**src/pkg/clk_cfg_pkg.sv**
```systemverilog
// Constants, register map and field layout of the clock path configuration block.
// Assumes a plain register port with 8-bit data and a single clock.
package clk_cfg_pkg;
	localparam int ADDR_W = 8;
	localparam int DATA_W = 8;
	localparam logic [ADDR_W-1:0] ADDR_RX = 8'h08;
	localparam logic [ADDR_W-1:0] ADDR_PLL_EN = 8'h0A;
	localparam logic [ADDR_W-1:0] ADDR_LOOP = 8'h0C;
	localparam logic [ADDR_W-1:0] ADDR_DIV = 8'h0D;
	localparam logic [DATA_W-1:0] RST_RX = 8'h30;
	localparam logic [DATA_W-1:0] RST_PLL_EN = 8'h40;
	localparam logic [DATA_W-1:0] RST_LOOP = 8'hD1;
	localparam logic [DATA_W-1:0] RST_DIV = 8'hD9;
	localparam logic [DATA_W-1:0] MASK_RX = 8'h30;
	localparam logic [DATA_W-1:0] MASK_PLL_EN = 8'hFF;
	localparam logic [DATA_W-1:0] MASK_LOOP = 8'hDF;
	localparam logic [DATA_W-1:0] MASK_DIV = 8'hDF;
	localparam int RX_SCLK_BIT = 5;
	localparam int RX_RCLK_BIT = 4;
	localparam int PLL_EN_BIT = 7;
	localparam int MANUAL_BIT = 6;
	localparam int BAND_HI = 5;
	localparam int BW_HI = 7;
	localparam int BW_LO = 6;
	localparam int CP_HI = 4;
	localparam int CTL_DIV_HI = 7;
	localparam int CTL_DIV_LO = 6;
	localparam int XPT_BIT = 4;
	localparam int VCO_DIV_HI = 3;
	localparam int VCO_DIV_LO = 2;
	localparam int LOOP_DIV_HI = 1;
	localparam int RATIO_W = 5;
	localparam logic [RATIO_W-1:0] RATIO_1 = 5'h01;
	localparam logic [RATIO_W-1:0] RATIO_2 = 5'h02;
	localparam logic [RATIO_W-1:0] RATIO_4 = 5'h04;
	localparam logic [RATIO_W-1:0] RATIO_8 = 5'h08;
	localparam logic [RATIO_W-1:0] RATIO_16 = 5'h10;
	localparam int N_REGS = 4;
	typedef logic [1:0] code2_t;
endpackage

```
**src/pkg/cfg_bus_if.sv**
```systemverilog
// Internal carrier between the top and its register store.
// Assumes one clock shared by both ends.
`timescale 1ns/1ps
interface cfg_bus_if;
	import clk_cfg_pkg::*;
	logic [1:0] wsel;
	logic wen;
	logic [DATA_W-1:0] wdata;
	logic [DATA_W-1:0] regs [N_REGS];
	modport store (input wsel, input wen, input wdata, output regs);
	modport user (output wsel, output wen, output wdata, input regs);
endinterface

```
**src/dac_pll_clock_config.sv**
```systemverilog
// Top of the clock path configuration block: register port, controls and ratio outputs.
// Assumes a master that issues single-cycle strobes synchronous to clk_i.
//
// The strobed register port was decided locally.
`timescale 1ns/1ps
module dac_pll_clock_config
	import clk_cfg_pkg::*;
(
	input wire logic clk_i,
	input wire logic reset_n_i,
	input wire logic ce_i,
	input wire logic [clk_cfg_pkg::ADDR_W-1:0] addr_i,
	input wire logic [clk_cfg_pkg::DATA_W-1:0] wdata_i,
	input wire logic wr_i,
	input wire logic rd_i,
	output logic [clk_cfg_pkg::DATA_W-1:0] rdata_o,
	output logic sample_clock_cross_en_o,
	output logic reference_clock_input_cross_en_o,
	output logic pll_en_o,
	output logic manual_band_en_o,
	output logic [5:0] vco_band_o,
	output logic [1:0] loop_bw_o,
	output logic [4:0] pump_current_o,
	output logic cross_point_en_o,
	output logic [clk_cfg_pkg::RATIO_W-1:0] controller_clock_divider_o,
	output logic [clk_cfg_pkg::RATIO_W-1:0] vco_output_divider_o,
	output logic [clk_cfg_pkg::RATIO_W-1:0] loop_feedback_divider_o
);
	cfg_bus_if bus ();

	// Address decode into register index.
	wire hit_rx = (addr_i == ADDR_RX);
	wire hit_en = (addr_i == ADDR_PLL_EN);
	wire hit_loop = (addr_i == ADDR_LOOP);
	wire hit_div = (addr_i == ADDR_DIV);
	wire hit = hit_rx | hit_en | hit_loop | hit_div;
	wire [1:0] sel = hit_en ? 2'h1 : hit_loop ? 2'h2 : hit_div ? 2'h3 : 2'h0;
	assign bus.wsel = sel;
	assign bus.wen = ce_i & wr_i & hit;
	assign bus.wdata = wdata_i;

	cfg_reg_store u_store (
		.clk_i(clk_i),
		.reset_n_i(reset_n_i),
		.bus(bus)
	);

	wire [DATA_W-1:0] r_rx = bus.regs[0];
	wire [DATA_W-1:0] r_en = bus.regs[1];
	wire [DATA_W-1:0] r_loop = bus.regs[2];
	wire [DATA_W-1:0] r_div = bus.regs[3];
	// Unmapped addresses read as zero.
	wire [DATA_W-1:0] rdata_d = hit ? bus.regs[sel] : '0;

	// Read data stands for the one cycle after the strobe.
	always_ff @(posedge clk_i or negedge reset_n_i) begin
		if (!reset_n_i) begin
			rdata_o <= '0;
		end else if (ce_i) begin
			rdata_o <= rd_i ? rdata_d : '0;
		end
	end

	// Controls follow their register fields one cycle later.
	always_ff @(posedge clk_i or negedge reset_n_i) begin
		if (!reset_n_i) begin
			sample_clock_cross_en_o <= RST_RX[RX_SCLK_BIT];
			reference_clock_input_cross_en_o <= RST_RX[RX_RCLK_BIT];
			pll_en_o <= RST_PLL_EN[PLL_EN_BIT];
			manual_band_en_o <= RST_PLL_EN[MANUAL_BIT];
			vco_band_o <= RST_PLL_EN[BAND_HI:0];
			loop_bw_o <= RST_LOOP[BW_HI:BW_LO];
			pump_current_o <= RST_LOOP[CP_HI:0];
			cross_point_en_o <= RST_DIV[XPT_BIT];
		end else if (ce_i) begin
			sample_clock_cross_en_o <= r_rx[RX_SCLK_BIT];
			reference_clock_input_cross_en_o <= r_rx[RX_RCLK_BIT];
			pll_en_o <= r_en[PLL_EN_BIT];
			manual_band_en_o <= r_en[MANUAL_BIT];
			vco_band_o <= r_en[BAND_HI:0];
			loop_bw_o <= r_loop[BW_HI:BW_LO];
			pump_current_o <= r_loop[CP_HI:0];
			cross_point_en_o <= r_div[XPT_BIT];
		end
	end

	ratio_decode u_dec (
		.clk_i(clk_i),
		.reset_n_i(reset_n_i),
		.ce_i(ce_i),
		.ctl_code_i(r_div[CTL_DIV_HI:CTL_DIV_LO]),
		.vco_code_i(r_div[VCO_DIV_HI:VCO_DIV_LO]),
		.loop_code_i(r_div[LOOP_DIV_HI:0]),
		.ctl_ratio_o(controller_clock_divider_o),
		.vco_ratio_o(vco_output_divider_o),
		.loop_ratio_o(loop_feedback_divider_o)
	);
endmodule // dac_pll_clock_config

```
**src/cfg_reg_store.sv**
```systemverilog
// Register store holding the four configuration bytes with their reset values.
// Assumes writes are decoded by the caller and gated by the clock enable.
`timescale 1ns/1ps
module cfg_reg_store
	import clk_cfg_pkg::*;
(
	input wire logic clk_i,
	input wire logic reset_n_i,
	cfg_bus_if.store bus
);
	localparam logic [DATA_W-1:0] RST [N_REGS] = '{RST_RX, RST_PLL_EN, RST_LOOP, RST_DIV};
	localparam logic [DATA_W-1:0] MSK [N_REGS] = '{MASK_RX, MASK_PLL_EN, MASK_LOOP, MASK_DIV};
	// One byte per register; unused bits are masked to zero on write.
	for (genvar g = 0; g < N_REGS; g++) begin : g_reg
		logic [DATA_W-1:0] q;
		always_ff @(posedge clk_i or negedge reset_n_i) begin
			if (!reset_n_i) begin
				q <= RST[g];
			end else if (bus.wen && bus.wsel == 2'(g)) begin
				q <= bus.wdata & MSK[g];
			end
		end
		assign bus.regs[g] = q;
	end
endmodule // cfg_reg_store

```
**src/ratio_decode.sv**
```systemverilog
// Registered decode of the three divider codes into plain ratios.
// Assumes codes come from the register store.
`timescale 1ns/1ps
module ratio_decode
	import clk_cfg_pkg::*;
(
	input wire logic clk_i,
	input wire logic reset_n_i,
	input wire logic ce_i,
	input clk_cfg_pkg::code2_t ctl_code_i,
	input clk_cfg_pkg::code2_t vco_code_i,
	input clk_cfg_pkg::code2_t loop_code_i,
	output logic [RATIO_W-1:0] ctl_ratio_o,
	output logic [RATIO_W-1:0] vco_ratio_o,
	output logic [RATIO_W-1:0] loop_ratio_o
);
	// Power-of-two table shared by controller and loop dividers.
	function automatic logic [RATIO_W-1:0] pow_ratio(input code2_t c);
		case (c)
			2'h0: pow_ratio = RATIO_2;
			2'h1: pow_ratio = RATIO_4;
			2'h2: pow_ratio = RATIO_8;
			default: pow_ratio = RATIO_16;
		endcase
	endfunction
	wire [RATIO_W-1:0] ctl_d = pow_ratio(ctl_code_i);
	wire [RATIO_W-1:0] loop_d = pow_ratio(loop_code_i);
	// Codes 10 and 11 of the VCO divider both mean four.
	wire [RATIO_W-1:0] vco_d = (vco_code_i == 2'h0) ? RATIO_1 :
		(vco_code_i == 2'h1) ? RATIO_2 : RATIO_4;
	// Ratios start from reset register defaults.
	always_ff @(posedge clk_i or negedge reset_n_i) begin
		if (!reset_n_i) begin
			ctl_ratio_o <= RATIO_16;
			vco_ratio_o <= RATIO_4;
			loop_ratio_o <= RATIO_4;
		end else if (ce_i) begin
			ctl_ratio_o <= ctl_d;
			vco_ratio_o <= vco_d;
			loop_ratio_o <= loop_d;
		end
	end
endmodule // ratio_decode

```
**config.mk**
```make
export PLATFORM = sky130hd
export DESIGN_NAME = dac_pll_clock_config
export DESIGN_NICKNAME = d
export VERILOG_FILES = /design/src/pkg/clk_cfg_pkg.sv /design/src/pkg/cfg_bus_if.sv /design/src/dac_pll_clock_config.sv /design/src/cfg_reg_store.sv /design/src/ratio_decode.sv
export SDC_FILE = /design/constraint.sdc
export NUM_CORES = 1
export LEC_CHECK = 0
export ABC_CLOCK_PERIOD_IN_PS = 2700
export BUFFER_PORTS_ARGS = -buffer_cell sky130_fd_sc_hd__clkbuf_2
export CELL_PAD_IN_SITES_DETAIL_PLACEMENT = 0
export CELL_PAD_IN_SITES_GLOBAL_PLACEMENT = 2
export CORE_MARGIN = 2
export CORE_UTILIZATION = 40
export CTS_BUF_LIST = sky130_fd_sc_hd__clkbuf_4 sky130_fd_sc_hd__clkbuf_8
export CTS_CLUSTER_SIZE = 10
export DETAILED_ROUTE_END_ITERATION = 6
export HOLD_SLACK_MARGIN = 0.08
export PLACE_DENSITY_LB_ADDON = 0.1
export SYNTH_ARGS = -nofsm -noshare
export SYNTH_HDL_FRONTEND = slang
export SYNTH_SLANG_ARGS = --single-unit
```
**constraint.sdc**
```tcl
create_clock -name clk_i -period 2.7 [get_ports clk_i]
set_input_delay 0.135 -clock clk_i [delete_from_list [all_inputs] [get_ports clk_i]]
set_output_delay 0.135 -clock clk_i [all_outputs]
set_load 0.01 [all_outputs]
```
Yosys cells after proc, flatten, opt, wreduce, memory -nomap -nowiden
Cells that the tools add are included.
{"block": "totals", "reg_bits": 65, "input_bits": 21, "output_inout_bits": 41, "elab_cells": 55}
{"block": "classes", "n_lt_le_gt_ge": 1, "eq_ne": 12, "muxes": 12, "bitwise": 6, "reduce_logical": 8}
{"operator": "$eq 8x4->1 const B", "count": 4}
{"operator": "$mux 8", "count": 4}
{"operator": "$pmux 5 s3", "count": 2}
{"operator": "$bmux 8 s2", "count": 1}
{"operator": "$eq 2x1->1 const B", "count": 4}
{"operator": "$eq 2x2->1 const B", "count": 4}
{"operator": "$logic_not 2->1", "count": 4}
{"operator": "$mux 2", "count": 3}
{"operator": "$mux 5", "count": 1}
{"operator": "$logic_and 1x1->1", "count": 4}
{"operator": "$ge 3x3->1 const B", "count": 1}
{"operator": "$mux 3", "count": 1}
{"operator": "$not 2->3", "count": 1}
{"operator": "$or 1x1->1", "count": 3}
{"operator": "$and 1x1->1", "count": 2}

Longest topological paths before layout
{"block": "logic_depth", "ltp_word": 10, "depth_mapped": 5, "ltp_nobuf": 4}

Hierarchy
A second synthesis with hierarchy kept.
{"block": "hier_totals", "cells_unflattened": 212, "hier_area_um2": 2850.2}
{"mod": "dac_pll_clock_config", "n_inst": 1, "cells_per_inst": 105, "area_each_um2": 1272.5, "seq_area_each_um2": 660.6}
{"mod": "cfg_reg_store", "n_inst": 1, "cells_per_inst": 61, "area_each_um2": 989.7, "seq_area_each_um2": 615.6}
{"mod": "ratio_decode", "n_inst": 1, "cells_per_inst": 46, "area_each_um2": 588.1, "seq_area_each_um2": 279.0}

Least setup slack after synthesis
Ideal clock, no wire load.
{"block": "synth_path", "kind": "input port to flip-flop", "start": "input ce_i", "end": "register u_store.g_reg[2].q[1]", "setup_time_ns": 0.125, "arrival_time_ns": 1.119, "t_required_ns": 2.575, "setup_slack_ns": 1.456, "path_stages": 5, "path_buffers": 2, "cell_sequence": "buf_4 > and4_1 > buf_2 > nand2_1 > mux2_2"}
{"block": "synth_via", "elab_chain_cells": 3}
{"item": "start, declared", "line": "dac_pll_clock_config.sv:11", "source": "input wire logic ce_i,"}
{"item": "$and 1x1->1 (2 in a row)", "line": "dac_pll_clock_config.sv:39", "source": "assign bus.wen = ce_i & wr_i & hit;"}
{"item": "$logic_and 1x1->1", "line": "cfg_reg_store.sv:19", "source": "end else if (bus.wen && bus.wsel == 2'(g)) begin"}
{"item": "end signal, assigned", "line": "cfg_reg_store.sv:18", "source": "q <= RST[g];"}
{"item": "end signal, assigned", "line": "cfg_reg_store.sv:20", "source": "q <= bus.wdata & MSK[g];"}
{"item": "end, declared", "line": "cfg_reg_store.sv:15", "source": "logic [DATA_W-1:0] q;"}
No other way between the ends.
A chain may end at the register's enable or synchronous reset.

Worst setup path in the final report
{"block": "layout_path", "start": "input ce_i", "end": "register u_store.g_reg[2].q[2]"}
Same word-level chain as after synthesis.

==> run_results.csv <==
group,metric,value,unit
outcome,outcome,"finished clean",
setup_path,worstSetupStartpointType,"input port",
layout,drive_above_1_share,54.8,%
drt,drtPass1Iterations,5,
pwr,p_per_area,635,nW/um2
pwr,p_int,1620,uW
timing,hold_viol_final,0,
layout,layout.nets,286,
clock_network,root_buffer,"clkbuf_8",
floorplan,start_util,41.4,%
pwr,power.switching,472,uW
timing,rsz0062_at_grt,"no",
floorplan,core-area,6350,um2
pwr,clkPwrFrac,47.5,%
floorplan,die-area,7240,um2
drt,drt.antenna.violating_nets,0,
pwr,total_power,2090,uW
place,gp_congestion,0.720,
clock_network,insertion_delay,0.34,ns
pwr,vdd_drop_max,0.000436,V
pwr,cellLeakagePower,0.00156,uW
floorplan,rows,29,
timing,slew_headroom,49.1,%
yosys,ys_seq_elements,61,
drt,vias_per_cell,5.18,
pwr,seqPwrFrac,46.0,%
pwr,comb_power_share,6.5,%
setup_path,crit_chain,"clkbuf_2 -> and4_1 -> nand2_1 -> mux2_2",
clock_network,cts_buffers,9,
timing,slew_violations,0,
yosys,yosysSeqAreaShare,59.1,%
clock_network,cts.clk_slew.worst_paths,0.07,ns
global_route,grtUsageTotal,17.2,%
flow_run,maxCapViolCount,0,
layout,area_growth,25.5,%
global_route,grt_pass1_vias,1786,
drt,wl_per_cell,16.2,um
layout,fin_area,3300,um2
floorplan,dieWidth,85.1,um
timing,tightest_slew,0.763,ns
timing,setup_ws,1.37,ns
place,place_hpwl,3820,um
global_route,grt_max_degree,62,
place,numPortBuffers,57,
drt,postRouteWirelength,5620,um
drt,remaining_drc_errors,0,
timing,period_share,49.3,%
timing,finalSetupViolations,0,
clock_network,cts_setup_buffers,0,
clock_network,clock-sinks,61,
drt,dr.first_iter.drc_count,70,
setup_path,cp.required,2.92,ns
setup_path,cp_slowest_cell,"and4_1",
setup_path,max_stage_delay,0.40,ns
place,place_ws,1.01,ns
pwr,swShare,22.5,%
global_route,grt_pass1_wl,9430,um
layout,antenna_cells,0,
floorplan,pin_count,62,
drt,vias,1799,
clock_network,ctsHoldBuffers,9,
timing,fmax,751,MHz
yosys,yosys_warnings,0,
setup_path,crit_fanout,17,
clock_network,cts_max_level,3,
yosys,syn_area_per_cell,13.5,um2
yosys,synth.distinct_cells,35,
setup_path,cp-end-kind,"flop",
setup_path,setup.worst_path.class,"in2reg",
timing,period_needed,1.33,ns
timing,setup_tns,0,ns
yosys,netlist_area,2630,um2
setup_path,critPathArrivalTime,1.55,ns
timing,final.setup_skew,0.00587,ns
global_route,antenna_found_initial,0,
clock_network,ctsResizeCount,0,
yosys,syn-instance-count,195,
clock_network,clock_path_buffers,2,
clock_network,cts_tree,"done",
place,dpl-instance-area,2960,um2
floorplan,die_height,85.1,um
worst_hold_path,min_path_type,"in2reg",
global_route,gr-total-overflow,0,
routing by layer:
layer / routed length, um / vias to the layer above / global-route usage, %
met1: 2660 / 896 / 24.0
met2: 2620 / 47 / 25.2
met4: 67 / 0 / 6.93
met3: 273 / 7 / 5.16
met5: 0 / - / 0
li1: - / 849 / -
Yosys cell counts:
library cell / number / area share, %
nor3b_4: 1 / 0.71
dfrtp_1: 38 / 36
buf_2: 3 / 0.57
nand3_4: 1 / 0.67
o31ai_1: 3 / 0.86
nand3_1: 3 / 0.57
o32ai_1: 1 / 0.33
a21boi_0: 1 / 0.29
nand4_1: 1 / 0.24
or3b_4: 1 / 0.43
a221o_1: 5 / 1.9
nand2_1: 7 / 1.0
o31a_1: 1 / 0.33
nor2b_1: 1 / 0.24
a21oi_1: 1 / 0.19
o21ai_0: 7 / 1.3
a31oi_1: 1 / 0.24
nor3_1: 6 / 1.1
and3b_2: 1 / 0.38
mux2_2: 43 / 18
clkbuf_1: 3 / 0.43
nor2_1: 6 / 0.86
buf_6: 1 / 0.43
dfstp_2: 23 / 23
inv_1: 9 / 1.3
a211oi_1: 1 / 0.29
buf_4: 6 / 1.7
a22oi_1: 5 / 1.4
or2_2: 1 / 0.24
mux2i_1: 3 / 1.1
and4_1: 1 / 0.33
o2bb2ai_1: 2 / 0.67
nand3b_1: 6 / 1.7
nand3_2: 1 / 0.38
conb_1: 1 / 0.14
worst paths after layout:
check | slack [ns] | depth (start not counted) | to | start
worst max-delay path | 1.37 | 4 | u_store.g_reg[2].q[2]$_DFFE_PN0P_ | ce_i
worst min-delay path | 0.23 | 4 | rdata_o[5]$_DFFE_PN0P_ | rd_i
worst max register to register | 1.52 | 4 | rdata_o[4]$_DFFE_PN0P_ | u_store.g_reg[2].q[4]$_DFFE_PN1P_
worst min register to register | 0.47 | 2 | u_dec.loop_ratio_o[2]$_DFFE_PN1P_ | u_dec.loop_ratio_o[2]$_DFFE_PN1P_
max in group asynchronous | 1.71 | 3 | rdata_o[6]$_DFFE_PN0P_ | reset_n_i
min in group asynchronous | 0.49 | 3 | u_dec.loop_ratio_o[3]$_DFFE_PN0P_ | reset_n_i
cell type report:
| class | instances | area [um2] |
|---|---|---|
| timing repair buffer | 69 | 398 |
| tap | 77 | 96.3 |
| clock buffer | 9 | 124 |
| sequential | 61 | 1560 |
| multi-input combinational | 115 | 970 |
| fill | 594 | 3050 |
| inverter | 9 | 33.8 |
| clock inverter | 7 | 123 |
critical path: cells and delay by family:
kind	cells	cell delay, ns
simple gates	2	0.70
mux	1	0.36
buf+inv	1	0.35
metrics by stage:
step | instances | utilization, % | hold WS (ns)
after floorplan | 198 | - | -0.161
after global placement | 322 | 46.7 | 0.349
after detailed placement | 322 | 46.7 | 0.345
after CTS | 347 | 52.0 | 0.226
after global routing | 347 | 52.0 | 0.250
final | 347 | 52.0 | 0.234
cell families after synthesis:
logic type	share of synthesized area (%)
compound gates	7.85
other cells	0.143
simple gates	8.90
mux	19.6
buf+inv	4.42
flops	59.1
power groups by stage:
stage          sequential, uW  combinational, uW  clock, uW
2_1_floorplan             981               67.1          0
3_3_place_gp              978                130          0
3_5_place_dp              979                130          0
4_1_cts                   963                140       1020
5_1_grt                   966                152       1060
6_report                  963                137        995
registers in the layout (all words and copies together) (netlist names), 2 cells and up:
name	flops
vco_band_o	6
rdata_o	8
u_dec.ctl_ratio_o	4
u_dec.loop_ratio_o	4
pump_current_o	5
loop_bw_o	2
u_store.g.q	24
u_dec.vco_ratio_o	3
cell usage in the layout (no fill, tap or decap), types with 2 or more instances in the layout:
cell / Yosys / routed
clkbuf_2: 0 / 57
mux2_2: 43 / 43
dfrtp_1: 38 / 38
dfstp_2: 23 / 23
inv_1: 9 / 9
clkbuf_8: 0 / 9
dlygate4sd3_1: 0 / 9
nand2_1: 7 / 7
o21ai_0: 7 / 7
nor2_1: 6 / 6
nand3b_1: 6 / 6
nor3_1: 6 / 6
a22oi_1: 5 / 5
a221o_1: 5 / 5
conb_1: 1 / 4
mux2i_1: 3 / 3
o31ai_1: 3 / 3
nand3_1: 3 / 3
bufinv_16: 0 / 3
buf_4: 6 / 3
o2bb2ai_1: 2 / 2
clkinvlp_4: 0 / 2
Note: power is estimated with default switching activity, not from simulation.
